File: src/core/nvc_pkg.sv
// Package for the nonvolatile data array access controller.
// Assumes a 40 MHz APB clock; the power-up count below derives from it.
package nvc_pkg;

    // ------------------------------------------------------------
    // Timing
    // ------------------------------------------------------------
    localparam int unsigned NVC_CLK_HZ    = 40_000_000;
    localparam int unsigned NVC_PWRT_MS   = 64;
    localparam int unsigned NVC_PWRT_CYC  = NVC_PWRT_MS * (NVC_CLK_HZ / 1000);
    localparam int unsigned NVC_ERASE_CYC = 16;
    localparam int unsigned NVC_PROG_CYC  = 16;
    localparam int          NVC_WTMR_W    = 8;
    localparam int          NVC_PTMR_W    = 22;
    localparam int          NVC_UNLOCK_SPACING_CYC = 2;

    // ------------------------------------------------------------
    // Array geometry and keys
    // ------------------------------------------------------------
    localparam int          NVC_DEPTH  = 256;
    localparam int          NVC_IDX_W  = 8;
    localparam int          NVC_DW     = 8;
    localparam logic [7:0]  NVC_ERASED = 8'hFF;
    localparam logic [7:0]  NVC_KEY1   = 8'h55;
    localparam logic [7:0]  NVC_KEY2   = 8'hAA;

    // ------------------------------------------------------------
    // Register map (byte offsets) and fields
    // ------------------------------------------------------------
    localparam logic [7:0]  NVC_OFF_DATA   = 8'h00;
    localparam logic [7:0]  NVC_OFF_INDEX  = 8'h04;
    localparam logic [7:0]  NVC_OFF_CTRL   = 8'h08;
    localparam logic [7:0]  NVC_OFF_UNLOCK = 8'h0C;
    localparam logic [7:0]  NVC_OFF_FLAG   = 8'h10;
    localparam int          NVC_CTRL_RD     = 0;
    localparam int          NVC_CTRL_WR     = 1;
    localparam int          NVC_CTRL_PERMIT = 2;
    localparam int          NVC_CTRL_ABORT  = 3;
    localparam int          NVC_FLAG_DONE   = 7;
    localparam logic [7:0]  NVC_DATA_RST    = 8'h00;
    localparam logic [7:0]  NVC_IDX_RST     = 8'h00;

    typedef struct packed {
        logic abort;
        logic permit;
        logic wr;
        logic rd;
    } nvc_ctrl_type;

    localparam nvc_ctrl_type NVC_CTRL_RST = '0;

    typedef enum {WS_IDLE, WS_ERASE, WS_PROG} nvc_wstate_type;
    typedef enum {UL_IDLE, UL_KEY1, UL_KEY2} nvc_unlock_type;

endpackage

File: src/core/nvc_ctrl.sv
// Top of the nonvolatile data array access controller, an APB slave.
// Assumes warm reset inputs and programmer port are synchronous to pclk.
//
// Behaviour
// - 256 byte locations, 8-bit index, byte data
// - Each write erases the location, then programs
// - Internal timer sets write length
// - Protected: programmer reads zero, processor unaffected
// - Control upper four bits read zero
// - Triggers set by software, cleared by hardware
// - Write permit gates writes, cleared at power-up
// - Reset during write sets abort flag
// - Aborting reset clears data and index
// - Write completion sets done flag, software clears
// - Unlock port stores nothing, reads zero
// - Read: load index, trigger, one-cycle completion
// - Read data present the next cycle
// - Data register holds last read value
// - Write needs 55h, AAh, trigger, exact spacing
// - Write trigger blocked unless permit already set
// - Permit cleared by hardware only at power-up and on warm reset, even mid-write
// - Writes blocked during power-up timer
`timescale 1ns/1ps
module nvc_ctrl
    import nvc_pkg::*;
#(
    parameter int unsigned PWRT_CYCLES = NVC_PWRT_CYC
) (
    input  wire logic                 pclk,
    input  wire logic                 presetn,
    input  wire logic                 psel,
    input  wire logic                 penable,
    input  wire logic                 pwrite,
    input  wire logic [7:0]           paddr,
    input  wire logic [31:0]          pwdata,
    output logic      [31:0]          prdata,
    output logic                      pready,
    output logic                      pslverr,
    input  wire logic                 ext_clear_rst,
    input  wire logic                 watchdog_timeout,
    input  wire logic                 brownout_rst,
    input  wire logic                 data_protect_setting,
    input  wire logic                 prog_rd_en,
    input  wire logic [NVC_IDX_W-1:0] prog_addr,
    output logic      [NVC_DW-1:0]    prog_rd_data,
    output logic                      write_busy,
    output logic                      write_done_flag
);
    // ------------------------------------------------------------
    // Declarations
    // ------------------------------------------------------------
    logic [31:0]          prdata_r;
    logic [31:0]          rdata_nxt;
    logic                 pready_r;
    logic                 pslverr_r;
    logic                 hit;
    logic [NVC_DW-1:0]    data_r;
    logic [NVC_IDX_W-1:0] index_r;
    nvc_ctrl_type         ctrl_r;
    logic                 done_r;
    logic [NVC_DW-1:0]    prog_r;
    nvc_wstate_type       wst_r;
    nvc_unlock_type       ul_r;
    logic [1:0]           gap_r;
    logic [NVC_IDX_W-1:0] lat_addr_r;
    logic [NVC_DW-1:0]    lat_data_r;
    logic [8:0]           wr_age_r;
    logic                 setup;
    logic                 acc;
    logic                 wr_acc;
    logic                 sel_data;
    logic                 sel_index;
    logic                 sel_ctrl;
    logic                 sel_unlock;
    logic                 sel_flag;
    logic                 warm;
    logic                 gap_ok;
    logic                 rd_req;
    logic                 wr_req;
    logic                 wr_start;
    logic                 wr_done;
    logic                 pwrt_busy;
    logic                 tmr_load;
    logic [NVC_WTMR_W-1:0] tmr_val;
    logic                 tmr_exp;
    logic                 arr_we;
    logic [NVC_IDX_W-1:0] arr_addr;
    logic [NVC_DW-1:0]    arr_wdata;
    logic [NVC_DW-1:0]    arr_rdata;
    logic [NVC_DW-1:0]    arr_prog_rdata;

    // ------------------------------------------------------------
    // APB decode
    // ------------------------------------------------------------
    // Writes act only at the access edge the master samples pready
    assign setup      = psel && !penable;
    assign acc        = psel && penable && pready_r;
    assign wr_acc     = acc && pwrite;
    assign sel_data   = (paddr == NVC_OFF_DATA);
    assign sel_index  = (paddr == NVC_OFF_INDEX);
    assign sel_ctrl   = (paddr == NVC_OFF_CTRL);
    assign sel_unlock = (paddr == NVC_OFF_UNLOCK);
    assign sel_flag   = (paddr == NVC_OFF_FLAG);
    assign warm       = ext_clear_rst || watchdog_timeout || brownout_rst;

    // Read mux, evaluated in the setup cycle
    always_comb begin
        rdata_nxt = '0;
        hit       = 1'b1;
        if (sel_data) begin
            rdata_nxt[NVC_DW-1:0] = data_r;
        end else if (sel_index) begin
            rdata_nxt[NVC_IDX_W-1:0] = index_r;
        end else if (sel_ctrl) begin
            rdata_nxt[3:0] = ctrl_r;
        end else if (sel_unlock) begin
            rdata_nxt = '0;
        end else if (sel_flag) begin
            rdata_nxt[NVC_FLAG_DONE] = done_r;
        end else begin
            hit = 1'b0;
        end
    end

    // Zero-wait answer: pready for exactly the access cycle
    always_ff @(posedge pclk or negedge presetn) begin
        if (!presetn) begin
            pready_r  <= 1'b0;
            pslverr_r <= 1'b0;
            prdata_r  <= '0;
        end else begin
            pready_r  <= setup;
            pslverr_r <= setup && !hit;
            if (setup) begin
                prdata_r <= pwrite ? '0 : rdata_nxt;
            end
        end
    end

    // ------------------------------------------------------------
    // Unlock sequence
    // ------------------------------------------------------------
    // Any other access, or any gap other than back-to-back, breaks it
    assign gap_ok = (gap_r == 2'(NVC_UNLOCK_SPACING_CYC - 1));

    always_ff @(posedge pclk or negedge presetn) begin
        if (!presetn) begin
            ul_r  <= UL_IDLE;
            gap_r <= '0;
        end else if (warm) begin
            ul_r  <= UL_IDLE;
            gap_r <= '0;
        end else if (acc) begin
            gap_r <= '0;
            if (pwrite && sel_unlock && pwdata[7:0] == NVC_KEY1) begin
                ul_r <= UL_KEY1;
            end else if (pwrite && sel_unlock && pwdata[7:0] == NVC_KEY2 && ul_r == UL_KEY1 && gap_ok) begin
                ul_r <= UL_KEY2;
            end else begin
                ul_r <= UL_IDLE;
            end
        end else if (gap_r != 2'h3) begin
            gap_r <= gap_r + 2'h1;
        end
    end

    // ------------------------------------------------------------
    // Trigger qualification
    // ------------------------------------------------------------
    // Permit is checked before this write lands, never from its own data
    assign rd_req   = wr_acc && sel_ctrl && pwdata[NVC_CTRL_RD];
    assign wr_req   = wr_acc && sel_ctrl && pwdata[NVC_CTRL_WR];
    assign wr_start = wr_req && !rd_req
                   && !ctrl_r.wr && ctrl_r.permit
                   && ul_r == UL_KEY2 && gap_ok
                   && !pwrt_busy && !warm;
    assign wr_done  = (wst_r == WS_PROG) && tmr_exp;

    // ------------------------------------------------------------
    // Control register
    // ------------------------------------------------------------
    // Warm reset branch sits apart, so its abort set beats a software clear
    always_ff @(posedge pclk or negedge presetn) begin
        if (!presetn) begin
            ctrl_r <= NVC_CTRL_RST;
        end else if (warm) begin
            ctrl_r.rd     <= 1'b0;
            ctrl_r.wr     <= 1'b0;
            ctrl_r.permit <= 1'b0;
            if (ctrl_r.wr) begin
                ctrl_r.abort <= 1'b1;
            end
        end else begin
            if (ctrl_r.rd) begin
                ctrl_r.rd <= 1'b0;
            end else if (rd_req) begin
                ctrl_r.rd <= 1'b1;
            end
            if (wr_done) begin
                ctrl_r.wr <= 1'b0;
            end else if (wr_start) begin
                ctrl_r.wr <= 1'b1;
            end
            if (wr_acc && sel_ctrl) begin
                ctrl_r.permit <= pwdata[NVC_CTRL_PERMIT];
                ctrl_r.abort  <= pwdata[NVC_CTRL_ABORT];
            end
        end
    end

    // ------------------------------------------------------------
    // Data and index registers
    // ------------------------------------------------------------
    // Read result lands one cycle after the trigger
    always_ff @(posedge pclk or negedge presetn) begin
        if (!presetn) begin
            data_r <= NVC_DATA_RST;
        end else if (warm) begin
            data_r <= NVC_DATA_RST;
        end else if (ctrl_r.rd) begin
            data_r <= arr_rdata;
        end else if (wr_acc && sel_data) begin
            data_r <= pwdata[NVC_DW-1:0];
        end
    end

    // Location index
    always_ff @(posedge pclk or negedge presetn) begin
        if (!presetn) begin
            index_r <= NVC_IDX_RST;
        end else if (warm) begin
            index_r <= NVC_IDX_RST;
        end else if (wr_acc && sel_index) begin
            index_r <= pwdata[NVC_IDX_W-1:0];
        end
    end

    // ------------------------------------------------------------
    // Write sequencer
    // ------------------------------------------------------------
    // Address and data are latched so stray register writes cannot corrupt
    always_ff @(posedge pclk or negedge presetn) begin
        if (!presetn) begin
            wst_r      <= WS_IDLE;
            lat_addr_r <= '0;
            lat_data_r <= '0;
        end else if (warm) begin
            wst_r <= WS_IDLE;
        end else begin
            case (wst_r)
                WS_IDLE: begin
                    if (wr_start) begin
                        wst_r      <= WS_ERASE;
                        lat_addr_r <= index_r;
                        lat_data_r <= data_r;
                    end
                end
                WS_ERASE: begin
                    if (tmr_exp) begin
                        wst_r <= WS_PROG;
                    end
                end
                WS_PROG: begin
                    if (tmr_exp) begin
                        wst_r <= WS_IDLE;
                    end
                end
                default: begin
                    wst_r <= WS_IDLE;
                end
            endcase
        end
    end

    // Array strobes: erase at start, program when erase time ends
    always_comb begin
        arr_we    = wr_start || (wst_r == WS_ERASE && tmr_exp && !warm);
        arr_addr  = wr_start ? index_r : lat_addr_r;
        arr_wdata = wr_start ? NVC_ERASED : lat_data_r;
        tmr_load  = wr_start || (wst_r == WS_ERASE && tmr_exp) || warm;
        tmr_val   = '0;
        if (wr_start) begin
            tmr_val = NVC_WTMR_W'(NVC_ERASE_CYC);
        end else if (!warm) begin
            tmr_val = NVC_WTMR_W'(NVC_PROG_CYC);
        end
    end

    // ------------------------------------------------------------
    // Done flag and programmer port
    // ------------------------------------------------------------
    // Completion beats a clear arriving in the same cycle
    always_ff @(posedge pclk or negedge presetn) begin
        if (!presetn) begin
            done_r <= 1'b0;
        end else if (warm) begin
            done_r <= 1'b0;
        end else if (wr_done) begin
            done_r <= 1'b1;
        end else if (wr_acc && sel_flag && !pwdata[NVC_FLAG_DONE]) begin
            done_r <= 1'b0;
        end
    end

    // Protected array shows zeros to the programmer only
    always_ff @(posedge pclk or negedge presetn) begin
        if (!presetn) begin
            prog_r <= '0;
        end else if (prog_rd_en) begin
            prog_r <= data_protect_setting ? '0 : arr_prog_rdata;
        end
    end

    // ------------------------------------------------------------
    // Instances and outputs
    // ------------------------------------------------------------
    nvc_timer #(.W(NVC_WTMR_W), .INIT('0)) u_wtmr (
        .pclk    (pclk),
        .presetn (presetn),
        .load    (tmr_load),
        .value   (tmr_val),
        .busy    (),
        .expire  (tmr_exp)
    );

    // Starts counting straight out of reset; long, so a parameter
    nvc_timer #(.W(NVC_PTMR_W), .INIT(NVC_PTMR_W'(PWRT_CYCLES))) u_pwrt (
        .pclk    (pclk),
        .presetn (presetn),
        .load    (1'b0),
        .value   ('0),
        .busy    (pwrt_busy),
        .expire  ()
    );

    nvc_array u_array (
        .pclk    (pclk),
        .we      (arr_we),
        .waddr   (arr_addr),
        .wdata   (arr_wdata),
        .raddr_a (index_r),
        .rdata_a (arr_rdata),
        .raddr_b (prog_addr),
        .rdata_b (arr_prog_rdata)
    );

    assign prdata          = prdata_r;
    assign pready          = pready_r;
    assign pslverr         = pslverr_r;
    assign prog_rd_data    = prog_r;
    assign write_busy      = ctrl_r.wr;
    assign write_done_flag = done_r;

    // ------------------------------------------------------------
    // Assertions
    // ------------------------------------------------------------
    // Age of the running write, for the duration check
    always_ff @(posedge pclk or negedge presetn) begin
        if (!presetn) begin
            wr_age_r <= '0;
        end else if (!ctrl_r.wr) begin
            wr_age_r <= '0;
        end else begin
            wr_age_r <= wr_age_r + 9'h001;
        end
    end
endmodule // nvc_ctrl

File: src/core/nvc_timer.sv
// Down-counting timer with a reset load value and an expiry pulse.
// Assumes load and value are synchronous to pclk.
`timescale 1ns/1ps
module nvc_timer
    import nvc_pkg::*;
#(
    parameter int          W    = 8,
    parameter logic [W-1:0] INIT = '0
) (
    input  wire logic         pclk,
    input  wire logic         presetn,
    input  wire logic         load,
    input  wire logic [W-1:0] value,
    output logic              busy,
    output logic              expire
);
    logic [W-1:0] cnt_r;

    // ------------------------------------------------------------
    // Counter
    // ------------------------------------------------------------
    // Reload wins over counting, so a restart never loses a cycle
    always_ff @(posedge pclk or negedge presetn) begin
        if (!presetn) begin
            cnt_r <= INIT;
        end else if (load) begin
            cnt_r <= value;
        end else if (cnt_r != '0) begin
            cnt_r <= cnt_r - 1'b1;
        end
    end

    // Expiry on the last counted cycle; kept free of load, since the
    // caller derives load from expire and would otherwise close a loop
    assign busy   = (cnt_r != '0);
    assign expire = (cnt_r == W'(1));

endmodule // nvc_timer

File: src/core/nvc_array.sv
// Byte array with one write port and two combinational read ports.
// Assumes writes are single-cycle strobes from the controller.
`timescale 1ns/1ps
module nvc_array
    import nvc_pkg::*;
(
    input  wire logic                 pclk,
    input  wire logic                 we,
    input  wire logic [NVC_IDX_W-1:0] waddr,
    input  wire logic [NVC_DW-1:0]    wdata,
    input  wire logic [NVC_IDX_W-1:0] raddr_a,
    output logic      [NVC_DW-1:0]    rdata_a,
    input  wire logic [NVC_IDX_W-1:0] raddr_b,
    output logic      [NVC_DW-1:0]    rdata_b
);
    // ------------------------------------------------------------
    // Storage
    // ------------------------------------------------------------
    // No reset: contents are nonvolatile in intent
    logic [NVC_DW-1:0] mem [NVC_DEPTH];

    always_ff @(posedge pclk) begin
        if (we) begin
            mem[waddr] <= wdata;
        end
    end

    // Reads need no clock so a read lands in one cycle
    assign rdata_a = mem[raddr_a];
    assign rdata_b = mem[raddr_b];

endmodule // nvc_array

File: config.mk
export PLATFORM = sky130hd
export DESIGN_NAME = nvc_ctrl
export DESIGN_NICKNAME = d
export VERILOG_FILES = /design/src/core/nvc_pkg.sv /design/src/core/nvc_ctrl.sv /design/src/core/nvc_timer.sv /design/src/core/nvc_array.sv
export SDC_FILE = /design/constraint.sdc
export NUM_CORES = 2
export LEC_CHECK = 0
export BUFFER_PORTS_ARGS = -buffer_cell sky130_fd_sc_hd__buf_2
export CAP_MARGIN = 25
export CORE_MARGIN = 3
export CORE_UTILIZATION = 60
export CTS_BUF_LIST = sky130_fd_sc_hd__clkbuf_8 sky130_fd_sc_hd__clkbuf_16
export CTS_CLUSTER_SIZE = 10
export DETAILED_ROUTE_END_ITERATION = 8
export PLACE_DENSITY_LB_ADDON = 0.15
export SLEW_MARGIN = 20
export SYNTH_ARGS = -nofsm -noshare
export SYNTH_HDL_FRONTEND = slang
export SYNTH_HIERARCHICAL = 1
export SYNTH_SLANG_ARGS = --single-unit
export TNS_END_PERCENT = 30
File: constraint.sdc
create_clock -name pclk -period 14.15 [get_ports pclk]
set_input_delay 0.7075 -clock pclk [delete_from_list [all_inputs] [get_ports pclk]]
set_output_delay 0.7075 -clock pclk [all_outputs]
set_load 0.01 [all_outputs]
After elaboration in Yosys (flattened, before gate mapping):

Memories as Yosys holds them, arrays and structs flattened.
Cells that the tools add are included.

* bits in writable memories: 2048
* memories: 1
* input bits: 58
* flip-flop bits (word level): 175

* eq/ne operators: 19
* add/subtract/negate cells: 3
* muxes and demuxes: 50
* reduce and logical (&&, ||, !) cells: 55
* bitwise operators: 1

Memory list
* u_array.mem: words 256, width 8, rd ports 2, clocked after Yosys merged registers in 0, wr ports 1, line nvc_array.sv:20 `logic [NVC_DW-1:0] mem [NVC_DEPTH];`

Operators by type and width (count)
* 32-bit two-way mux: 7
* 32-bit by 2-bit == test with 1-bit output (second input constant): 3
* 8-bit two-way mux: 12
* 32-bit one-hot mux with 3 select lines: 1
* 32-bit by 3-bit == test with 1-bit output (second input constant): 2
* 24-bit two-way mux: 2
* 32-bit by 1-bit == test with 1-bit output (second input constant): 1
* 32-bit zero test: 1
* 1-bit logical AND: 27
* 22-bit nonzero test: 1
* 22-bit by 1-bit subtractor with 22-bit output (second input constant): 1
* 1-bit two-way mux: 17
* 8-bit by 4-bit == test with 1-bit output (second input constant): 2
* 2-bit two-way mux: 6
* 4-bit two-way mux: 3
* 3-bit nonzero test: 4
* 5-bit two-way mux: 2
* 3-bit inequality test (second input constant): 3
* 8-bit by 1-bit == test with 1-bit output (second input constant): 1
* 8-bit by 3-bit == test with 1-bit output (second input constant): 1
* 8-bit by 5-bit == test with 1-bit output (second input constant): 1
* 8-bit by 7-bit == test with 1-bit output (second input constant): 1
* 8-bit == test (second input constant): 1
* 8-bit zero test: 1
* other kinds (11): 27

Depth between registers and ports, before layout:

* depth in word-level cells: 16
* depth in mapped cells: 15

Cells and area by module:

The synthesis kept the hierarchy.

By module, submodules not included
* nvc_array: cells each 4831, area each 96652.7 um^2, seq. area each 61499.0 um^2, times used 1
* nvc_ctrl: cells each 310, area each 3315.7 um^2, seq. area each 1526.5 um^2, times used 1
* nvc_timer (u_pwrt): cells each 153, area each 1519.0 um^2, seq. area each 556.8 um^2, times used 1
* nvc_timer (u_wtmr): cells each 59, area each 529.3 um^2, seq. area each 200.2 um^2, times used 1

Worst setup path before layout:

OpenSTA, ideal clock, no wires.

* path kind: register -> register
* from: reg u_pwrt.cnt_r[0]
* to: mem u_array.mem[0][0] (data pin)
* buffers on the path: 1
* clock period less this slack: 6.363 ns
* stages on the path, launching flop included: 11
* library setup time: 0.900 ns
* slack: 7.787 ns
* arrival: 5.463 ns
* cell sequence: dfrtp_1 inv_1 ha_1 nor3b_2 nand3_1 nor2_2 inv_1 nor3_2 nand3_4 buf_4 nand2b_1

* cells in the longest elaborated chain, start to end: 5

RTL lines
* start, declared: line nvc_timer.sv:17 `logic [W-1:0] cnt_r;`
* start signal, assigned: line nvc_timer.sv:27 `cnt_r <= value;`
* start signal, assigned: line nvc_timer.sv:29 `cnt_r <= cnt_r - 1'b1;`
* 22-bit nonzero test: line nvc_timer.sv:35 `assign busy = (cnt_r != '0);`
* net pwrt_busy: line nvc_ctrl.sv:82 `logic pwrt_busy;`
* 1-bit zero test: line nvc_ctrl.sv:176 `&& !pwrt_busy && !warm;`
* 1-bit logical AND (2 in series): line nvc_ctrl.sv:176
* 8-bit two-way mux: line nvc_ctrl.sv:279 `arr_wdata = wr_start ? NVC_ERASED : lat_data_r;`
* net arr_wdata[0]: line nvc_ctrl.sv:88 `logic [NVC_DW-1:0] arr_wdata;`
* end, declared: line nvc_array.sv:20

The timed path passes the listed nets, and every way through them passes these cells.

Worst setup path in the final report:

* from: reg u_pwrt.cnt_r[0]
* to: mem u_array.mem[10][7] (enable)

RTL lines
* 22-bit nonzero test: line nvc_timer.sv:35
* net pwrt_busy: line nvc_ctrl.sv:82
* 1-bit zero test: line nvc_ctrl.sv:176
* 1-bit logical AND (2 in series): line nvc_ctrl.sv:176
* 8-bit two-way mux
* net arr_addr[2]: line nvc_ctrl.sv:87 `logic [NVC_IDX_W-1:0] arr_addr;`

The timed path passes the listed nets, and every way through them passes these cells.

==> results.ini <==
[synth]
ys_warn_count = 6
synth.avg_cell_area_um2 = 19.1
syn_inst = 5348
netlist_area_um2 = 102000

[clock_tree]
clock-sinks = 2139
cts_setup_buffers = 0
cts_max_level = 4
cts_root_buffer = clkbuf_16
cts_buffer_depth = 3
tritoncts = yes
cts_buffers = 235
cts_resized = 0
clkLatencyLatePin_ps = 870
hold_buffers = 1
path_clk_slew_ps = 60

[worst_setup_path]
cp-startpoint = u_pwrt/cnt_r[0]$_DFFE_PN0P_
cp_max_fo = 16
worstPathArrival_ps = 7290
critPathKind = reg -> reg
required_ps = 14610
r2r-start = u_pwrt/cnt_r[0]$_DFFE_PN0P_
endpoint_kind = flop
startpoint_type = flop

[sta]
worst_pin_slew_ps = 1270
fin_crit_sh = 0.483
tns_ps = 0
max_freq_ghz = 0.146
finalCriticalPeriod_ps = 6830
rsz0062_at_grt = false
slew_viol_final = 0
setup_slack_ps = 7320
clock_skew_ps = 32.9
slew_headroom = 0.153
final_hold_viol_count = 0
setup_viol = 0

[power]
p_int_mw = 9.97
p_switching_mw = 2.64
leakagePower_nw = 28.1
p_comb_frac = 0.029
ir_worst_vdd_mv = 0.133
switching_share = 0.209
p_seq_frac = 0.544
powerDensity_nw_per_um2 = 114
power_frac_clock = 0.426

[layout]
fin_nets = 5517
syn2layout_area_growth_pct = 8.64
drive_gt1_frac = 0.310
layout_common_cells = edfxtp_1, mux4_2, nor2_1, mux2i_1, clkbuf_16
final_util = 0.660
nFillCells = 11000
final_common_cell = edfxtp_1
fin_area_um2 = 111000

[drt]
viasPerCell = 7.61
num_vias = 59100
drc = 0
dr.first_iter.drc_count = 9383
first_pass_iters = 6
wl_per_cell_um = 38.4
ant_nets = 0
routed_wl_um = 298000

[die]
dieArea_um2 = 175000
chipWidth_um = 418
num_io_pins = 102
num_rows = 150
die_y_um = 418
core-area_um2 = 168000
initial_utilization = 0.607

[global_route]
grt_pass1_vias = 58500
grt_pass1_wl_um = 425000
grt_overflow = 0
grt_max_degree = 209
antenna_found_initial = 7
track_usage = 0.345

[place]
post_dp_cell_area_um2 = 104000
place.gp.congestion = 0.927
hpwl_um = 189000
io_buffers = 53
place_ws_ps = 7730

[run]
drv_cap = 0

[outcome]
status = complete, no violations

[hold_path]
hold_path_class = in -> reg
min-delay-start = pwdata[5]

-- worst paths after layout --
kind,depth (start not counted),end,slack (ps)
min in group asynchronous,2,u_pwrt/cnt_r[0]$_DFFE_PN0P_,440
min reg2reg,2,prdata[4]$_DFFE_PN0P_,490
max in group asynchronous,3,index_r[1]$_DFFE_PN0P_,12450
min,3,index_r[5]$_DFFE_PN0P_,160
max,13,u_array/mem[10][7]$_DFFE_PP_,7320
max reg2reg,13,u_array/mem[10][7]$_DFFE_PP_,7320
-- worst max-delay path, stage by stage (launching register included) --
cell and delay (ps):
dfrtp_1 420, inv_1 100, ha_1 210, nor3b_2 430, nand3_1 210, nor2_2 350
inv_1 140, nor3_2 410, nand3_4 530, mux2_2 560, nor2b_1 500, nand3_1 1050
buf_4 590, nor2_1 860
-- cell type report --
type	count	area [µm²]	share of cell area
flip-flops and latches	2139	63800	0.576
multi-input cells	2792	35500	0.320
clock buffers	243	6020	0.0544
well taps	2204	2760	0.0249
repair buffers	255	2080	0.0188
clock inverters	101	519	0.00469
inverters	30	121	0.00110
diodes	6	15.0	0.000136
-- per-stage QoR --
stage	hold WS (ps)	power [mW]	instances
after floorplan	412	7.25	5401
final	157	12.6	7770
after CTS	115	12.7	7723
after detailed placement	468	7.35	7378
after global routing	148	12.9	7764
after global placement	461	7.35	7357
-- power by group through the flow --
stage	Clock, mW	Sequential [mW]	Combinational, mW
6_report	5.38	6.86	0.369
3_3_place_gp	0	6.99	0.360
4_1_cts	5.42	6.86	0.363
5_1_grt	5.68	6.86	0.386
2_1_floorplan	0	6.99	0.258
3_5_place_dp	0	6.99	0.362
-- sequential cells by signal, summed over array words and instances, names as in the netlist, 2 cells and up --
register	flops
u_array/mem	2048
u_pwrt/cnt_r	22
data_r	8
index_r	8
lat_addr_r	8
lat_data_r	8
prdata	8
prog_rd_data	8
u_wtmr/cnt_r	8
ctrl_r	3
gap_r	2
ul_r	2
wst_r	2
-- layer usage --
layer,GRT usage,vias to the layer above,wire (µm)
met5,0,-,13
met4,0.159,2,15900
met3,0.108,777,41800
met2,0.503,4307,135000
met1,0.484,31100,106000
li1,-,22900,-
(Power assumes the default switching activity.)
